File: config.mk
export PLATFORM = sky130hd
export DESIGN_NAME = rwd_watchdog
export DESIGN_NICKNAME = d
export VERILOG_FILES = /design/src/rwd_pkg.sv /design/src/rwd_watchdog.sv /design/src/rwd_bin_counter.sv
export SDC_FILE = /design/constraint.sdc
export NUM_CORES = 1
export LEC_CHECK = 0
export BUFFER_PORTS_ARGS = -buffer_cell sky130_fd_sc_hd__buf_2
export CAP_MARGIN = 10
export CORE_ASPECT_RATIO = 2
export CORE_MARGIN = 8
export CORE_UTILIZATION = 50
export CTS_BUF_LIST = sky130_fd_sc_hd__clkbuf_8 sky130_fd_sc_hd__clkbuf_16
export CTS_CLUSTER_SIZE = 24
export DETAILED_ROUTE_END_ITERATION = 10
export PLACE_DENSITY = 0.71
export SLEW_MARGIN = 20
export SYNTH_ARGS = -nofsm -noshare
export SYNTH_HDL_FRONTEND = slang
export SYNTH_SLANG_ARGS = --single-unit
File: constraint.sdc
create_clock -name mclk_in -period 6.03 [get_ports mclk_in]
set_clock_uncertainty 0.2 [all_clocks]
set_input_delay 0.603 -clock mclk_in [delete_from_list [all_inputs] [get_ports mclk_in]]
set_output_delay 0.603 -clock mclk_in [all_outputs]
set_load 0.02 [all_outputs]
File: src/rwd_pkg.sv
// package for the runaway watchdog and warm-up timer
// assumes one system clock that also drives the shared binary counters
package rwd_pkg;

    // ------------------------------------------------------------------
    // register map, byte offsets on the plain register port
    // ------------------------------------------------------------------
    localparam logic [7:0] MODE_OFS = 8'h5C;     // watchdog_mode_control
    localparam logic [7:0] CMD_OFS = 8'h5D;      // watchdog_command_reg, write only
    localparam logic [7:0] TPC_OFS = 8'h5E;      // timer_pair_control
    localparam logic [7:0] STAT_OFS = 8'h5F;     // status, read only

    // ------------------------------------------------------------------
    // mode register fields and reset value
    // ------------------------------------------------------------------
    localparam int MODE_EN_BIT = 7;
    localparam int MODE_PER_LSB = 5;
    localparam int MODE_WARM_BIT = 4;
    localparam int MODE_HALT_HI_BIT = 3;
    localparam int MODE_HALT_LO_BIT = 2;
    localparam int MODE_RESET_ROUTE_BIT_BIT = 1;
    localparam int MODE_STOP_PIN_DRIVE_BIT = 0;
    localparam logic [7:0] MODE_RST = 8'h80;     // enabled, shortest period, rest 0

    // timer pair control: quick warm-up bit
    localparam int TPC_QCU_BIT = 0;
    localparam logic [7:0] TPC_RST = 8'h00;

    // status fields
    localparam int STAT_ACT_BIT = 0;
    localparam int STAT_WARM_BIT = 1;
    localparam int STAT_HALT_BIT = 2;
    localparam int STAT_STOP_BIT = 3;

    // ------------------------------------------------------------------
    // command codes
    // ------------------------------------------------------------------
    localparam logic [7:0] CMD_CLEAR = 8'h4E;
    localparam logic [7:0] CMD_DISABLE = 8'hB1;

    // ------------------------------------------------------------------
    // counter chain and tap positions, in bits of the whole chain
    // ------------------------------------------------------------------
    localparam int PRE_STAGES = 7;
    localparam int MAIN_STAGES = 15;
    localparam int CHAIN_W = PRE_STAGES + MAIN_STAGES;
    localparam int TAP_P0 = 15;                  // system_clock / 2^15
    localparam int TAP_P1 = 17;
    localparam int TAP_P2 = 19;
    localparam int TAP_P3 = 21;
    localparam int WARM_SHORT = PRE_STAGES + 7;  // 2^7 output of main stage
    localparam int WARM_LONG = PRE_STAGES + 9;   // 2^9 output of main stage
    localparam int WARM_QUICK = 7;               // 2^7 count

    // standby mode codes in the mode register
    localparam logic [1:0] HALT_RUN = 2'b00;
    localparam logic [1:0] HALT_STOP = 2'b01;
    localparam logic [1:0] HALT_IDLE1 = 2'b10;
    localparam logic [1:0] HALT_IDLE2 = 2'b11;

    typedef enum logic [2:0] {
        RWD_RUN,
        RWD_HOLD,
        RWD_IDLE1,
        RWD_IDLE2,
        RWD_STOP,
        RWD_WARM
    } rwd_state_t;

endpackage

File: src/rwd_watchdog.sv
// runaway watchdog sharing its binary counter chain with the warm-up timer
// assumes a one-cycle register port and synchronous halt and wake strobes
//
// Our own choice: the strobed register port.
`timescale 1ns/1ps
module rwd_watchdog (
    input wire logic mclk_in,                 // system clock, 100 MHz
    input wire logic reset_n_in,              // async reset, active low
    input wire logic [7:0] addr_in,           // register byte address
    input wire logic [7:0] wr_data_in,        // register write data
    input wire logic wr_en_in,                // write strobe
    input wire logic rd_en_in,                // read strobe
    output logic [7:0] rd_data_out,           // read data, cycle after strobe
    input wire logic halt_req_in,             // halt instruction executed
    input wire logic wake_in,                 // interrupt that ends a halt
    output logic runaway_nmi_out,             // watchdog nmi pulse
    output logic wdt_reset_out,               // internal reset pulse
    output logic cpu_halt_out,                // processor held in standby
    output logic osc_stop_out,                // oscillator stopped
    output logic stop_pin_drive_out           // keep output pins driven in stop
);

    // ------------------------------------------------------------------
    // declarations
    // ------------------------------------------------------------------
    logic [7:0] mode_ff;
    logic [7:0] nxt_mode;
    logic qcu_ff;
    logic active_ff;
    logic nmi_ff;
    logic wdrst_ff;
    logic [7:0] rd_data_ff;
    rwd_pkg::rwd_state_t state_ff;
    rwd_pkg::rwd_state_t nxt_state;
    logic soft_rst;
    logic wr_mode;
    logic wr_cmd;
    logic wr_tpc;
    logic cmd_clear;
    logic cmd_disable;
    logic chain_clear;
    logic chain_en;
    logic pre_carry;
    logic [rwd_pkg::PRE_STAGES-1:0] pre_count;
    logic [rwd_pkg::MAIN_STAGES-1:0] main_count;
    logic [rwd_pkg::CHAIN_W-1:0] chain;
    logic [1:0] period_sel;
    logic [1:0] halt_sel;
    logic tap_hit;
    logic warm_hit;
    logic overflow;

    // ------------------------------------------------------------------
    // register decode
    // ------------------------------------------------------------------
    assign wr_mode = wr_en_in && (addr_in == rwd_pkg::MODE_OFS);
    assign wr_cmd = wr_en_in && (addr_in == rwd_pkg::CMD_OFS);
    assign wr_tpc = wr_en_in && (addr_in == rwd_pkg::TPC_OFS);
    // only two codes act; anything else on the command register is dropped
    assign cmd_clear = wr_cmd && (wr_data_in == rwd_pkg::CMD_CLEAR);
    assign cmd_disable = wr_cmd && (wr_data_in == rwd_pkg::CMD_DISABLE);

    assign period_sel = mode_ff[rwd_pkg::MODE_PER_LSB +: 2];
    assign halt_sel = {mode_ff[rwd_pkg::MODE_HALT_HI_BIT], mode_ff[rwd_pkg::MODE_HALT_LO_BIT]};

    // a routed overflow resets all state here but the read data one cycle later
    assign soft_rst = wdrst_ff;

    // ------------------------------------------------------------------
    // tap helper
    // ------------------------------------------------------------------
    // true when the low n bits of the chain are all ones, so the next
    // step carries out of bit n-1, i.e. the 2^n output overflows
    function automatic logic low_bits_full(input logic [rwd_pkg::CHAIN_W-1:0] value,
                                           input int n);
        logic [rwd_pkg::CHAIN_W-1:0] mask;
        mask = '0;
        for (int i = 0; i < rwd_pkg::CHAIN_W; i++) begin
            if (i < n) begin
                mask[i] = 1'b1;
            end
        end
        return &(value | ~mask);
    endfunction

    // ------------------------------------------------------------------
    // shared counter chain
    // ------------------------------------------------------------------
    // frozen while the processor sleeps in idle1 or stop, running in warm-up,
    // and in every other state while enabled, as right after reset release
    always_comb begin
        case (state_ff)
            rwd_pkg::RWD_IDLE1: chain_en = 1'b0;
            rwd_pkg::RWD_STOP: chain_en = 1'b0;
            rwd_pkg::RWD_WARM: chain_en = 1'b1;
            default: chain_en = active_ff;
        endcase
    end

    // zeroed by the clear code, on stop release, and by a routed reset
    assign chain_clear = cmd_clear || soft_rst
                         || (state_ff == rwd_pkg::RWD_STOP && wake_in);

    rwd_bin_counter #(
        .WIDTH(rwd_pkg::PRE_STAGES)
    ) u_pre (
        .mclk_in(mclk_in),
        .reset_n_in(reset_n_in),
        .clear_in(chain_clear),
        .count_en_in(chain_en),
        .count_out(pre_count),
        .carry_out(pre_carry)
    );

    // main stage steps once per prescaler wrap
    rwd_bin_counter #(
        .WIDTH(rwd_pkg::MAIN_STAGES)
    ) u_main (
        .mclk_in(mclk_in),
        .reset_n_in(reset_n_in),
        .clear_in(chain_clear),
        .count_en_in(pre_carry),
        .count_out(main_count),
        .carry_out()
    );

    assign chain = {main_count, pre_count};

    // ------------------------------------------------------------------
    // period tap and warm-up tap
    // ------------------------------------------------------------------
    always_comb begin
        case (period_sel)
            2'b00: tap_hit = low_bits_full(chain, rwd_pkg::TAP_P0);
            2'b01: tap_hit = low_bits_full(chain, rwd_pkg::TAP_P1);
            2'b10: tap_hit = low_bits_full(chain, rwd_pkg::TAP_P2);
            2'b11: tap_hit = low_bits_full(chain, rwd_pkg::TAP_P3);
            default: tap_hit = 1'b0;
        endcase
    end

    // quick warm-up wins over the warm select bit
    always_comb begin
        if (qcu_ff) begin
            warm_hit = low_bits_full(chain, rwd_pkg::WARM_QUICK);
        end else if (mode_ff[rwd_pkg::MODE_WARM_BIT]) begin
            warm_hit = low_bits_full(chain, rwd_pkg::WARM_LONG);
        end else begin
            warm_hit = low_bits_full(chain, rwd_pkg::WARM_SHORT);
        end
    end

    // overflow only counts outside warm-up; a clear in the same cycle
    // still lets the pending overflow through, it was already due
    assign overflow = chain_en && tap_hit && active_ff
                      && (state_ff != rwd_pkg::RWD_WARM);

    // ------------------------------------------------------------------
    // mode register
    // ------------------------------------------------------------------
    always_comb begin
        nxt_mode = mode_ff;
        if (wr_mode) begin
            nxt_mode = wr_data_in;
        end
    end

    // reset value: enabled, period 00, reset route 0, pin drive 0
    always_ff @(posedge mclk_in or negedge reset_n_in) begin
        if (!reset_n_in) begin
            mode_ff <= rwd_pkg::MODE_RST;
        end else if (soft_rst) begin
            mode_ff <= rwd_pkg::MODE_RST;
        end else begin
            mode_ff <= nxt_mode;
        end
    end

    // ------------------------------------------------------------------
    // enable state
    // ------------------------------------------------------------------
    // clearing the bit alone keeps it running; the disable code must
    // follow, which makes a runaway stop of the watchdog unlikely
    always_ff @(posedge mclk_in or negedge reset_n_in) begin
        if (!reset_n_in) begin
            active_ff <= 1'b1;
        end else if (soft_rst) begin
            active_ff <= 1'b1;
        end else if (wr_mode && wr_data_in[rwd_pkg::MODE_EN_BIT]) begin
            active_ff <= 1'b1;
        end else if (cmd_disable && !mode_ff[rwd_pkg::MODE_EN_BIT]) begin
            active_ff <= 1'b0;
        end
    end

    // ------------------------------------------------------------------
    // timer pair control, quick warm-up bit
    // ------------------------------------------------------------------
    // forced low while the watchdog runs, the quick warm-up is lost then
    always_ff @(posedge mclk_in or negedge reset_n_in) begin
        if (!reset_n_in) begin
            qcu_ff <= rwd_pkg::TPC_RST[rwd_pkg::TPC_QCU_BIT];
        end else if (soft_rst || active_ff) begin
            qcu_ff <= 1'b0;
        end else if (wr_tpc) begin
            qcu_ff <= wr_data_in[rwd_pkg::TPC_QCU_BIT];
        end
    end

    // ------------------------------------------------------------------
    // nmi and routed reset pulses
    // ------------------------------------------------------------------
    always_ff @(posedge mclk_in or negedge reset_n_in) begin
        if (!reset_n_in) begin
            nmi_ff <= 1'b0;
        end else begin
            nmi_ff <= overflow && !soft_rst;
        end
    end

    // the route bit decides whether an overflow also resets the device
    always_ff @(posedge mclk_in or negedge reset_n_in) begin
        if (!reset_n_in) begin
            wdrst_ff <= 1'b0;
        end else begin
            wdrst_ff <= overflow && !soft_rst
                        && mode_ff[rwd_pkg::MODE_RESET_ROUTE_BIT_BIT];
        end
    end

    // ------------------------------------------------------------------
    // standby sequencer
    // ------------------------------------------------------------------
    always_comb begin
        nxt_state = state_ff;
        case (state_ff)
            rwd_pkg::RWD_RUN: begin
                if (halt_req_in) begin
                    case (halt_sel)
                        rwd_pkg::HALT_STOP: nxt_state = rwd_pkg::RWD_STOP;
                        rwd_pkg::HALT_IDLE1: nxt_state = rwd_pkg::RWD_IDLE1;
                        rwd_pkg::HALT_IDLE2: nxt_state = rwd_pkg::RWD_IDLE2;
                        default: nxt_state = rwd_pkg::RWD_HOLD;
                    endcase
                end
            end
            rwd_pkg::RWD_HOLD,
            rwd_pkg::RWD_IDLE1,
            rwd_pkg::RWD_IDLE2: begin
                if (wake_in) begin
                    nxt_state = rwd_pkg::RWD_RUN;
                end
            end
            // oscillator restarts; wait the warm-up before running again
            rwd_pkg::RWD_STOP: begin
                if (wake_in) begin
                    nxt_state = rwd_pkg::RWD_WARM;
                end
            end
            rwd_pkg::RWD_WARM: begin
                if (warm_hit) begin
                    nxt_state = rwd_pkg::RWD_RUN;
                end
            end
            default: nxt_state = rwd_pkg::RWD_RUN;
        endcase
    end

    always_ff @(posedge mclk_in or negedge reset_n_in) begin
        if (!reset_n_in) begin
            state_ff <= rwd_pkg::RWD_RUN;
        end else if (soft_rst) begin
            state_ff <= rwd_pkg::RWD_RUN;
        end else begin
            state_ff <= nxt_state;
        end
    end

    // ------------------------------------------------------------------
    // read port
    // ------------------------------------------------------------------
    // command register reads zero; unmapped addresses read zero
    always_ff @(posedge mclk_in or negedge reset_n_in) begin
        if (!reset_n_in) begin
            rd_data_ff <= 8'h00;
        end else if (rd_en_in) begin
            case (addr_in)
                rwd_pkg::MODE_OFS: rd_data_ff <= mode_ff;
                rwd_pkg::TPC_OFS: rd_data_ff <= {7'h00, qcu_ff};
                rwd_pkg::STAT_OFS: begin
                    rd_data_ff <= 8'h00;
                    rd_data_ff[rwd_pkg::STAT_ACT_BIT] <= active_ff;
                    rd_data_ff[rwd_pkg::STAT_WARM_BIT] <= (state_ff == rwd_pkg::RWD_WARM);
                    rd_data_ff[rwd_pkg::STAT_HALT_BIT] <= cpu_halt_out;
                    rd_data_ff[rwd_pkg::STAT_STOP_BIT] <= (state_ff == rwd_pkg::RWD_STOP);
                end
                default: rd_data_ff <= 8'h00;
            endcase
        end else begin
            rd_data_ff <= 8'h00;
        end
    end

    // ------------------------------------------------------------------
    // outputs
    // ------------------------------------------------------------------
    assign rd_data_out = rd_data_ff;
    assign runaway_nmi_out = nmi_ff;
    assign wdt_reset_out = wdrst_ff;
    assign cpu_halt_out = (state_ff != rwd_pkg::RWD_RUN);
    assign osc_stop_out = (state_ff == rwd_pkg::RWD_STOP);
    assign stop_pin_drive_out = osc_stop_out && mode_ff[rwd_pkg::MODE_STOP_PIN_DRIVE_BIT];
endmodule

File: src/rwd_bin_counter.sv
// one stage group of the shared binary counter chain
// assumes clear and enable are synchronous to mclk_in
`timescale 1ns/1ps
module rwd_bin_counter #(
    parameter int WIDTH = 7
) (
    input wire logic mclk_in,                 // system clock
    input wire logic reset_n_in,              // async reset, active low
    input wire logic clear_in,                // synchronous zero
    input wire logic count_en_in,             // advance one step
    output logic [WIDTH-1:0] count_out,       // current count
    output logic carry_out                    // wraps on this step
);

    logic [WIDTH-1:0] count_ff;

    // ------------------------------------------------------------------
    // counter
    // ------------------------------------------------------------------
    // clear beats advance so a clear never leaves a stale step behind
    always_ff @(posedge mclk_in or negedge reset_n_in) begin
        if (!reset_n_in) begin
            count_ff <= '0;
        end else if (clear_in) begin
            count_ff <= '0;
        end else if (count_en_in) begin
            count_ff <= count_ff + 1'b1;
        end
    end

    assign count_out = count_ff;
    assign carry_out = count_en_in && (&count_ff); // carry into next group
endmodule

## Word level (Yosys, flattened, before mapping)

Cells that the tools add are included.

- Register bits after elaboration: 45
- Input port bits: 22
- Output and inout bits: 13
- Word-level logic and storage cells: 119

- Add/sub/neg operators: 2
- Equality and inequality tests: 22
- Multiplexer cells: 33
- Bitwise logic cells: 14
- Reductions and logical operators: 39

Operators with widths:

| cell | count |
|---|---|
| OR 22 bit | 7 |
| AND reduction 22 bit | 7 |
| == test 8 x 7 -> 1 bit (second input constant) | 5 |
| two-way mux 15 bit | 2 |
| two-way mux 8 bit | 3 |
| case mux 8 bit (3 select lines) | 1 |
| inverter 14 -> 22 bit | 1 |
| inverter 15 -> 22 bit | 1 |
| inverter 16 -> 22 bit | 1 |
| inverter 17 -> 22 bit | 1 |
| inverter 19 -> 22 bit | 1 |
| inverter 21 -> 22 bit | 1 |
| inverter 7 -> 22 bit | 1 |
| two-way mux 1 bit | 16 |
| adder 15 x 1 -> 15 bit (second input constant) | 1 |
| logical AND 1 bit | 15 |
| two-way mux 3 bit | 5 |
| two-way mux 7 bit | 2 |
| != test 3 bit (second input constant) | 4 |
| case mux 3 bit (4 select lines) | 1 |
| case mux 3 bit (3 select lines) | 1 |
| == test 2 bit (second input constant) | 4 |
| == test 8 bit (second input constant) | 1 |
| nonzero test 2 bit | 4 |
| other kinds (17) | 24 |

## Longest topological paths before layout

Gate-level depths: netlist (run 1).

- Depth in word-level cells: 11
- Depth in mapped cells: 7
- Gate-level depth less buffers: 6

## Modules after synthesis

A second synthesis (run 1) with hierarchy kept.

- Cell total of the unflattened synthesis: 248
- Area total of the unflattened synthesis: 2,517.4 µm²

By module, submodules not included:

| module | times used | cells an instance | area each (µm²) | seq. area each (µm²) |
|---|---|---|---|---|
| rwd_watchdog | 1 | 134 | 1,392.6 | 578.1 |
| rwd_bin_counter (u_main) | 1 | 80 | 769.5 | 375.4 |
| rwd_bin_counter (u_pre) | 1 | 34 | 355.3 | 175.2 |

## Worst setup path after synthesis (run 1)

No wires, ideal clock.

- Path kind: input-to-reg
- Start point: in addr_in[5]
- End point: reg u_main.count_ff[11] (netlist: u_main.count_out[11])
- Setup time: 0.133 ns
- Arrival: 2.021 ns
- Required time: 5.697 ns
- Path slack: 3.676 ns
- Stages: 7
- Path buffers: 2
- Cell sequence: nor4bb_1 and3_1 clkbuf_1 nand4b_1 o31ai_1 clkbuf_1 nor2_1

- Longest elaborated chain between the ends: 6
- Elaborated cells between the ends (all ways): 7
- Classes of those cells: eq/ne (1); mux (1); reduce/logical (5)

Ends and longest elaborated chain:

| what | RTL line | RTL |
|---|---|---|
| start: declaration | rwd_watchdog.sv:9 | `input wire logic [7:0] addr_in,` |
| == test 8 x 7 -> 1 bit * | rwd_watchdog.sv:57 | `assign wr_cmd = wr_en_in && (addr_in == rwd_pkg::CMD_OFS);` |
| logical AND 1 bit * | rwd_watchdog.sv:57 |  |
| logical AND 1 bit * | rwd_watchdog.sv:60 | `assign cmd_clear = wr_cmd && (wr_data_in == rwd_pkg::CMD_CLEAR);` |
| logical OR 1 bit * | rwd_watchdog.sv:101 | `assign chain_clear = cmd_clear \|\| soft_rst` |
| logical OR 1 bit * | rwd_watchdog.sv:102 | `\|\| (state_ff == rwd_pkg::RWD_STOP && wake_in);` |
| two-way mux 15 bit / nonzero test 2 bit (equally long branches) | n/a |  |
| end signal: assignment | rwd_bin_counter.sv:27 | `count_ff <= count_ff + 1'b1;` |
| end: declaration | rwd_bin_counter.sv:15 | `logic [WIDTH-1:0] count_ff;` |

Every way passes the cells marked *; elsewhere a longest branch is shown, timed or not.
A chain may end at the register's enable or synchronous reset.

## Worst setup path in the final report (run 1)

- Start point: reg state_ff[2]
- End point: reg u_main.count_ff[13] (netlist: u_main.count_out[13])

- Longest elaborated chain between the ends: 5
- Elaborated cells between the ends (all ways): 10
- Classes of those cells: eq/ne (3); mux (2); reduce/logical (5)

Ends and longest elaborated chain:

| what | RTL line | RTL |
|---|---|---|
| start: declaration | rwd_watchdog.sv:33 | `rwd_pkg::rwd_state_t state_ff;` |
| start signal: assignment | rwd_watchdog.sv:271 | `state_ff <= rwd_pkg::RWD_RUN;` |
| start signal: assignment | rwd_watchdog.sv:273 | `state_ff <= rwd_pkg::RWD_RUN;` |
| start signal: assignment | rwd_watchdog.sv:275 | `state_ff <= nxt_state;` |
| == test 3 bit / == test 3 x 2 -> 1 bit (equally long branches) | rwd_watchdog.sv:92, rwd_watchdog.sv:102 |  |
| OR reduction 2 bit (no source line) | n/a |  |
| case mux 1 bit (2 select lines) | rwd_watchdog.sv:92 | `case (state_ff)` |
| logical AND 1 bit | rwd_bin_counter.sv:32 | `assign carry_out = count_en_in && (&count_ff);` |
| nonzero test 2 bit (no source line) | n/a |  |

Parallel ways exist; a longest one is shown, timed or not.

==> flow_summary.toml, run 1 <==
[logic_synthesis]
ys_ff_latch = 44
synth.largest_area_cell = "dfrtp_1"
synthSimpleGateAreaFrac_pct = 27.7
yosys.cell_types.count = 47
yosys_warnings = 0
synth_edf_count = 0
syn-num-nets = 271
synth-main-ff-cell = "dfrtp_1"
synth_area_leaders = "dfrtp_1 (45%), xnor2_1 (5.6%), nor2_1 (5.4%)"
synthDominantCellAreaShare_pct = 44.8
synth_cells = 244
synth_mux_area_share_pct = 4.32
syn_area_um2 = 2340
synth-seq-area-share_pct = 47.1
synth_top_family_by_area = "simple AND/OR/NAND/NOR gates"
synth_adder_area_share_pct = 2.67
avgSynthCellArea_um2 = 9.61
synth_compound_area_share_pct = 9.50
synth-xor-area-share_pct = 5.98
async_reset_ff_share_pct = 100

[clock_tree]
cts_tree = "yes"
cts_sinks = 44
post_cts_buffers = 0
clk_path_buf_depth = 2
cts.clk_slew.worst_paths_ps = 90
clkLatencyLatePin_ps = 300
cts_buffers = 5
cts-root-buf = "clkbuf_8"
cts_hold_buf = 0
ctsResizeCount = 0
h-tree-depth = 2

[floorplan]
dieWidth_um = 64.4
num_rows = 35
start_util_pct = 51.5
pin_count = 35
die_h_um = 113
die_area_um2 = 7270
coreArea_um2 = 4550

[timing]
rsz0062_at_grt = "no"
slew_headroom_pct = 35.3
finalCritPeriodShare_pct = 42.8
report.final.setup_viol = 0
period_minus_slack_ps = 2580
max_freq_mhz = 387
tns_ps = 0
hold_viol = 0
tightest_slew_ps = 971
drv_slew = 0

[drt]
firstDrtPassIters = 4
vias_per_cell = 5.86
drt_iter0_drc = 105
final_antenna_net_count = 0
drc = 0
wirelength_um = 5630
vias = 1958
wl_per_cell_um = 16.9

[finish]
nets = 305
area_delta_synth_final_pct = 14.5
final_util_pct = 58.9
layout-drive-gt1-share_pct = 19.7
fill_cells = 434
diodes = 0

[job]
cap_viol_max_count = 0

[worst_setup_path]
rr_startpoint = "state_ff[2]"
critPathArrivalTime_ps = 2620
worst-setup-path-type = "flip-flop to flip-flop"
end_kind = "flip-flop"
critPathMaxFanout = 17
crit_path_start_kind = "flip-flop"
r2r_cells = 5
cp.required_ps = 6070
r2r_end = "u_main.count_out[13]"
ff2ff_setup_slack_ps = 3450

[global_routing]
track_usage_pct = 16.9
grt_start_max_net_pins = 45
grt_pass1_wl_um = 9940
grt_pass1_vias = 2105
antenna_found_initial = 0
grt-ovfl-total = 0

[power_and_ir_drop]
p_int_uw = 623
p_seq_share_pct = 47.1
power.density_nw_per_um2 = 365
p_leak_nw = 1.22
vdd_ir_drop_max_uv = 215
p_sw_uw = 356
power_frac_clock_pct = 23.6
sw_frac_of_total_pct = 36.3
comb_power_share_pct = 29.2

[status]
status = "finished, final reports clean"

[place]
gp_congestion = 0.845
dp_hpwl_um = 4310
numPortBuffers = 34

[min_path]
hp-class = "input pin to async pin"
registers in the layout (all words and copies together) (netlist names):
register          cells
state_ff              3
u_main.count_out     14
qcu_ff                1
rd_data_out           8
mode_ff               8
u_pre.count_out       7
active_ff             1
runaway_nmi_out       1
wdt_reset_out         1
worst max-delay path, cell delays in order, from the launching register on:
cell	delay [ps]
dfrtp_1	510
or3b_2	290
nand2_1	320
or4_4	540
or4_4	530
a21oi_2	140
worst max-delay path by stage:
| stage | slack, ps | startpoint | to |
|---|---|---|---|
| after floorplan | 3680 | addr_in[5] | u_main.count_out[11] |
| after global placement | 3470 | state_ff[2] | u_main.count_out[13] |
| after detailed placement | 3470 | state_ff[2] | u_main.count_out[13] |
| after CTS | 3450 | state_ff[2] | u_main.count_out[13] |
| after global routing | 3290 | state_ff[2] | u_main.count_out[12] |
| final | 3450 | state_ff[2] | u_main.count_out[13] |
power by group through the flow:
stage | clock network (mW) | logic, mW | registers, mW
global route | 0.250 | 0.326 | 0.476
floorplan | 0 | 0.231 | 0.435
finish | 0.232 | 0.286 | 0.462
global placement | 0 | 0.279 | 0.462
detailed placement | 0 | 0.287 | 0.464
CTS | 0.237 | 0.290 | 0.459
through the flow:
stage	hold WS (ps)	area (um2)	total power, mW	cells	setup slack (ps)
final	246	2680	0.980	334	3450
after global routing	309	2680	1.05	334	3290
after CTS	281	2680	0.986	334	3450
after detailed placement	267	2570	0.752	326	3470
after global placement	254	2570	0.742	326	3470
after floorplan	107	2340	0.666	244	3680
metal layers:
metal	global-route usage, %	wire (um)	share of wire [%]	up-vias
met3	4.95	326	5.8	12
met2	31.0	3200	57	54
li1	-	-	-	940
met5	0	0	0	-
met1	16.5	1970	35	952
met4	7.77	133	2.4	0
layout make-up:
type | count | area [um2] | share of cell area (%)
Clock buffer | 5 | 68.8 | 2.56
Timing Repair Buffer | 36 | 185 | 6.90
Multi-Input combinational cell | 183 | 1180 | 44.0
Tap cell | 55 | 68.8 | 2.56
Sequential cell | 44 | 1100 | 41.1
Inverter | 8 | 30.0 | 1.12
Clock inverter | 3 | 46.3 | 1.72
cell usage in the layout, fill, tap and decap left out, types with 2 or more instances in the layout:
cell | netlist | layout
dfrtp_1 | 42 | 42
o21bai_1 | 2 | 2
o21ai_0 | 6 | 6
nor4_1 | 9 | 9
mux2i_1 | 9 | 9
buf_4 | 0 | 2
o31ai_1 | 3 | 2
nor4b_1 | 3 | 3
and2_1 | 3 | 3
nand4_1 | 5 | 5
xnor2_1 | 15 | 15
a21boi_0 | 2 | 2
clkbuf_8 | 0 | 5
nand2b_1 | 4 | 4
nand4b_1 | 2 | 2
and4_1 | 2 | 2
nor2_1 | 34 | 34
and3_1 | 6 | 6
or4_4 | 2 | 2
nand2_1 | 18 | 18
buf_2 | 1 | 34
nand3_1 | 13 | 13
dfstp_2 | 2 | 2
or3_1 | 5 | 5
a21oi_1 | 11 | 11
inv_1 | 8 | 8
ha_1 | 5 | 5
nor3_1 | 4 | 4
synthesized netlist by cell type (2+ instances only):
cell type and n:
a21boi_0 2, nand4b_1 2, dfstp_2 2, a21oi_1 11
and4_1 2, nand2b_1 4, nor2_1 34, or3_1 5
nor4_1 9, and2_1 3, o21bai_1 2, dfrtp_1 42
nor3_1 4, inv_1 8, o21ai_0 6, and3_1 6
nand4_1 5, nor4b_1 3, or4_4 2, nand2_1 18
xnor2_1 15, o31ai_1 3, ha_1 5, nand3_1 13
clkbuf_1 8, mux2i_1 9
cell families (layout without fill, tap and decap cells):
logic type	after synthesis	count (layout)
xor+xnor	16	16
compound gates	34	34
mux	10	10
fa+ha+maj	5	5
buf+inv	17	52
flops	44	44
simple gates	118	118
Note: power is estimated with default switching activity, not from simulation.
==> inputs of run 2 (changes only) <==
==> constraint.sdc (replaced) <==
create_clock -name mclk_in -period 2.7 [get_ports mclk_in]
set_clock_uncertainty 0.2 [all_clocks]
set_input_delay 0.27 -clock mclk_in [delete_from_list [all_inputs] [get_ports mclk_in]]
set_output_delay 0.27 -clock mclk_in [all_outputs]
set_load 0.02 [all_outputs]
==> run 2 against run 1 <==
Setup slack worse by 3000 ps. Global-route usage down 0.36 points. Final cell count up 1.8%. Sequential share of layout area down 0.66 points. Core utilization up 0.96 points. Sequential cell count unchanged. Register-to-register slack worse by 3000 ps. Critical endpoint unchanged. Hold slack worse by 190 ps. Wire length up 0.96%. Via count up 1.3%. Critical path depth unchanged. Highest routed layer unchanged.
==> flow_summary.toml, run 2 (same netlist as run 1, synthesis figures left out) <==
[finish]
largest_reg_flops = 14
finalInstanceArea_um2 = 2730
final_cell_mix = "dfrtp_1 (42), nor2_1 (34), buf_2 (34), nand2_1 (18), xnor2_1 (15)"
diodes = 0
layout-drive-gt1-share_pct = 21.1
multi_input_area_um2 = 1180
fill_cells = 417
stdcell_count = 340
regArea_um2 = 1100
area_delta_synth_final_pct = 16.3
nets = 311
layout_commonest_cell = "dfrtp_1"

[worst_setup_path]
critPathMaxFanout = 6
critPathArrivalTime_ps = 2330
worst-setup-path-type = "flip-flop to flip-flop"
end_kind = "flip-flop"
ff2ff_setup_slack_ps = 400
cp.required_ps = 2730
crit_path_start_kind = "flip-flop"

[clock_tree]
ctsResizeCount = 0
cts.clk_slew.worst_paths_ps = 80
clk_path_buf_depth = 2
cts-root-buf = "clkbuf_8"
cts_tree = "yes"
post_cts_buffers = 0
h-tree-depth = 2
cts_sinks = 44
clkLatencyLatePin_ps = 290
cts_buffers = 5

[min_path]
hp-class = "input pin to flip-flop"

[drt]
final_antenna_net_count = 0
drt_iter0_drc = 94
vias_per_cell = 5.83
wl_per_cell_um = 16.7
firstDrtPassIters = 4
wirelength_um = 5690
drc = 0
vias = 1983

[timing]
slew_headroom_pct = 35.8
period_minus_slack_ps = 2300
finalCritPeriodShare_pct = 85.0
finalWorstSetupSlack_ps = 405
max_freq_mhz = 436
hold_viol = 0
report.final.setup_viol = 0
tns_ps = 0
rsz0062_at_grt = "no"
drv_slew = 0
holdWs_ps = 52.5
tightest_slew_ps = 962

[global_routing]
grt-ovfl-total = 0
antenna_found_initial = 0
track_usage_pct = 16.5
grt_start_max_net_pins = 45
grt_pass1_wl_um = 9720
grt_pass1_vias = 2026

[job]
cap_viol_max_count = 0

[place]
placed_area_um2 = 2610
place_inst = 331
dp_hpwl_um = 4350
gp_congestion = 0.864
numPortBuffers = 34
dpl_worst_slack_ps = 409

[power_and_ir_drop]
p_leak_nw = 1.25
vdd_ir_drop_max_uv = 706
power.density_nw_per_um2 = 795

[status]
status = "finished, final reports clean"

[floorplan]
pin_count = 35
coreArea_um2 = 4550
num_rows = 35
start_util_pct = 51.5
die_h_um = 113
dieWidth_um = 64.4
die_area_um2 = 7270
run 2: cell types whose count changed in the layout (fill, tap and decap cells not counted):
cell and delta:
buf_4 +5, clkinv_2 +1, dlygate4sd3_1 +1, inv_6 -1
run 2: metal layers:
layer | GRT usage [%] | wire (um)
met5 | 0 | 0
met4 | 7.33 | 172
met3 | 4.15 | 294
met2 | 31.4 | 3190
met1 | 15.8 | 2030
run 2: where the power goes:
group / leakage, nW / switching [mW] / internal (mW)
clock: 0.0541 / 0.223 / 0.274
combinational: 0.659 / 0.341 / 0.297
sequential: 0.534 / 0.211 / 0.822
run 2: critical path: stages, from the launching register on:
cell      delay, ps
dfrtp_1         440
nand3_1         170
nand2b_1        210
or4_4           540
or4_4           530
a21oi_2         140
run 2: per-stage QoR:
stage                     util, %  power, mW
after floorplan                 -       1.49
after global placement       57.2       1.65
after detailed placement     57.2       1.68
after CTS                    59.9       2.18
after global routing         59.9       2.32
final                        59.9       2.17
run 2: final cells by class:
class	instances	share of cell area, %
inverters	8	1.10
multi-input cells	183	43.3
well taps	55	2.52
clock buffers	5	2.52
clock inverters	3	1.56
repair buffers	42	8.53
flip-flops and latches	44	40.5
run 2: path summary, 6_finish.rpt:
check | endpoint | cells after the start | startpoint
setup reg to reg | u_main.count_out[13] | 5 | u_main.count_out[2]
min in group asynchronous | mode_ff[2] | 2 | reset_n_in
max in group asynchronous | u_pre.count_out[5] | 2 | reset_n_in
hold / removal | mode_ff[5] | 3 | wr_data_in[5]
hold reg to reg | mode_ff[7] | 2 | mode_ff[7]
setup / recovery | u_main.count_out[13] | 5 | u_main.count_out[2]
run 2: timing repair:
action / in CTS / in global routing
setup endpoints to repair: 0 / 0
hold buffers: 1 / 0
hold endpoints to repair: 42 / 0
==> inputs of run 3 (changes only) <==
--- a/config.mk
+++ b/config.mk
@@ -5,15 +5,15 @@
 export SDC_FILE = /design/constraint.sdc
 export NUM_CORES = 1
 export LEC_CHECK = 0
+export ABC_CLOCK_PERIOD_IN_PS = 2700
 export BUFFER_PORTS_ARGS = -buffer_cell sky130_fd_sc_hd__buf_2
 export CAP_MARGIN = 10
 export CORE_ASPECT_RATIO = 2
 export CORE_MARGIN = 8
-export CORE_UTILIZATION = 50
+export CORE_UTILIZATION = 40
 export CTS_BUF_LIST = sky130_fd_sc_hd__clkbuf_8 sky130_fd_sc_hd__clkbuf_16
 export CTS_CLUSTER_SIZE = 24
 export DETAILED_ROUTE_END_ITERATION = 10
-export PLACE_DENSITY = 0.71
 export SLEW_MARGIN = 20
 export SYNTH_ARGS = -nofsm -noshare
 export SYNTH_HDL_FRONTEND = slang
==> run 3 against run 2 <==
Combinational power up 2%. Register-to-register slack worse by 20 ps. Die area up 20%. Sequential power about the same. Sequential share of layout area down 0.98 points. Via count up 1.5%. Setup slack worse by 20 ps. Maximum frequency down 0.85%. Largest cell class unchanged.
==> flow_summary.toml, run 3 (same netlist as run 1, synthesis figures left out) <==
[timing]
finalWorstSetupSlack_ps = 385
slew_headroom_pct = 35.8
rsz0062_at_grt = "no"
drv_slew = 0
period_minus_slack_ps = 2310
holdWs_ps = 57.1
hold_viol = 0
max_freq_mhz = 432
tightest_slew_ps = 962
report.final.setup_viol = 0
tns_ps = 0
finalCritPeriodShare_pct = 85.7

[finish]
fill_cells = 551
stdcell_count = 346
final_util_pct = 49.0
nets = 311
layout_commonest_cell = "dfrtp_1"
largest_reg_flops = 14
area_delta_synth_final_pct = 19.2
finalInstanceArea_um2 = 2800
layout-drive-gt1-share_pct = 21.1
final_cell_mix = "dfrtp_1 (42), nor2_1 (34), buf_2 (34), nand2_1 (18), xnor2_1 (15)"
diodes = 0

[drt]
firstDrtPassIters = 7
top_layer = "met4"
met1_length_um = 2010
vias = 2012
drt_iter0_drc = 89
final_antenna_net_count = 0
route.met2.wl_um = 3490
wl_per_cell_um = 17.3
route.met3.wl_um = 297
drc = 0
vias_per_cell = 5.82
wirelength_um = 5990

[worst_setup_path]
critPathBufInv = 0
crit_slowest_cell = "or4_4"
r2r_end = "u_main.count_out[13]"
critPathMaxFanout = 5
crit_cells = 5
critical_path.most_common_cell = "or4_4"
ff2ff_setup_slack_ps = 390
critPathArrivalTime_ps = 2330
worstSetupEndpoint = "u_main.count_out[13]"
rr_startpoint = "u_pre.count_out[2]"
r2r_cells = 5
crit_path_start_kind = "flip-flop"
cp_top_family = "simple AND/OR/NAND/NOR gates"
cp.required_ps = 2720
cpPeakStageDelay_ps = 540
end_kind = "flip-flop"
path_cells = "and4_4 -> nand4_4 -> or4_4 -> or4_4 -> a21oi_2"
worst-setup-path-type = "flip-flop to flip-flop"
crit_start = "u_pre.count_out[2]"

[place]
gp_congestion = 0.852
dpl_worst_slack_ps = 407
placed_area_um2 = 2610
dp_hpwl_um = 4620
place_inst = 337
numPortBuffers = 34

[clock_tree]
clkLatencyLatePin_ps = 290
cts_hold_buf = 1
h-tree-depth = 2
ctsResizeCount = 0
cts_tree = "yes"
cts_buffers = 5
cts.clk_slew.worst_paths_ps = 60
cts-root-buf = "clkbuf_16"
cts_sinks = 44
clk_path_buf_depth = 2
post_cts_buffers = 0

[floorplan]
num_rows = 39
die_area_um2 = 8720
dieWidth_um = 70.1
coreArea_um2 = 5710
start_util_pct = 41.1
pin_count = 35
die_h_um = 124

[global_routing]
grt-ovfl-total = 0
antenna_found_initial = 0
track_usage_pct = 13.9
grt_pass1_vias = 2042
grt_pass1_wl_um = 9810
grt_start_max_net_pins = 45

[power_and_ir_drop]
power.density_nw_per_um2 = 852
p_total_mw = 2.38
vdd_ir_drop_max_uv = 619
p_leak_nw = 1.27

[min_path]
hold_depth = 3
holdCritStartpoint = "wr_data_in[4]"
hp-class = "input pin to flip-flop"

[status]
status = "finished, final reports clean"

[job]
cap_viol_max_count = 0
==> run 3: worst min path at each step <==
stage / endpoint
CTS: mode_ff[1]
finish: mode_ff[4]
detailed placement: mode_ff[7]
floorplan: mode_ff[0]
global route: mode_ff[4]
global placement: mode_ff[7]
==> run 3: report_power, final <==
group | switching (mW) | internal, mW
registers | 0.208 | 0.823
logic | 0.352 | 0.297
clock network | 0.261 | 0.439
total | 0.821 | 1.56
==> run 3: final cells by class <==
type / count / area (um2) / share of cell area (%)
timing repair buffer: 42 / 233 / 8.33
clock buffer: 5 / 125 / 4.48
multi-input combinational: 183 / 1180 / 42.3
tap: 61 / 76.3 / 2.73
clock inverter: 3 / 46.3 / 1.66
sequential: 44 / 1100 / 39.5
inverter: 8 / 30.0 / 1.07
==> run 3: metal layers <==
| layer | track usage (%) | vias up |
|---|---|---|
| li1 | - | 953 |
| met3 | 3.51 | 18 |
| met5 | 0 | - |
| met2 | 27.6 | 73 |
| met4 | 7.14 | 0 |
| met1 | 11.7 | 968 |
==> run 3: worst reg2reg max path, cell delays in order (launching register included) <==
cell,delay [ps]
dfrtp_1,430
and4_4,290
nand4_4,130
or4_4,540
or4_4,520
a21oi_2,140
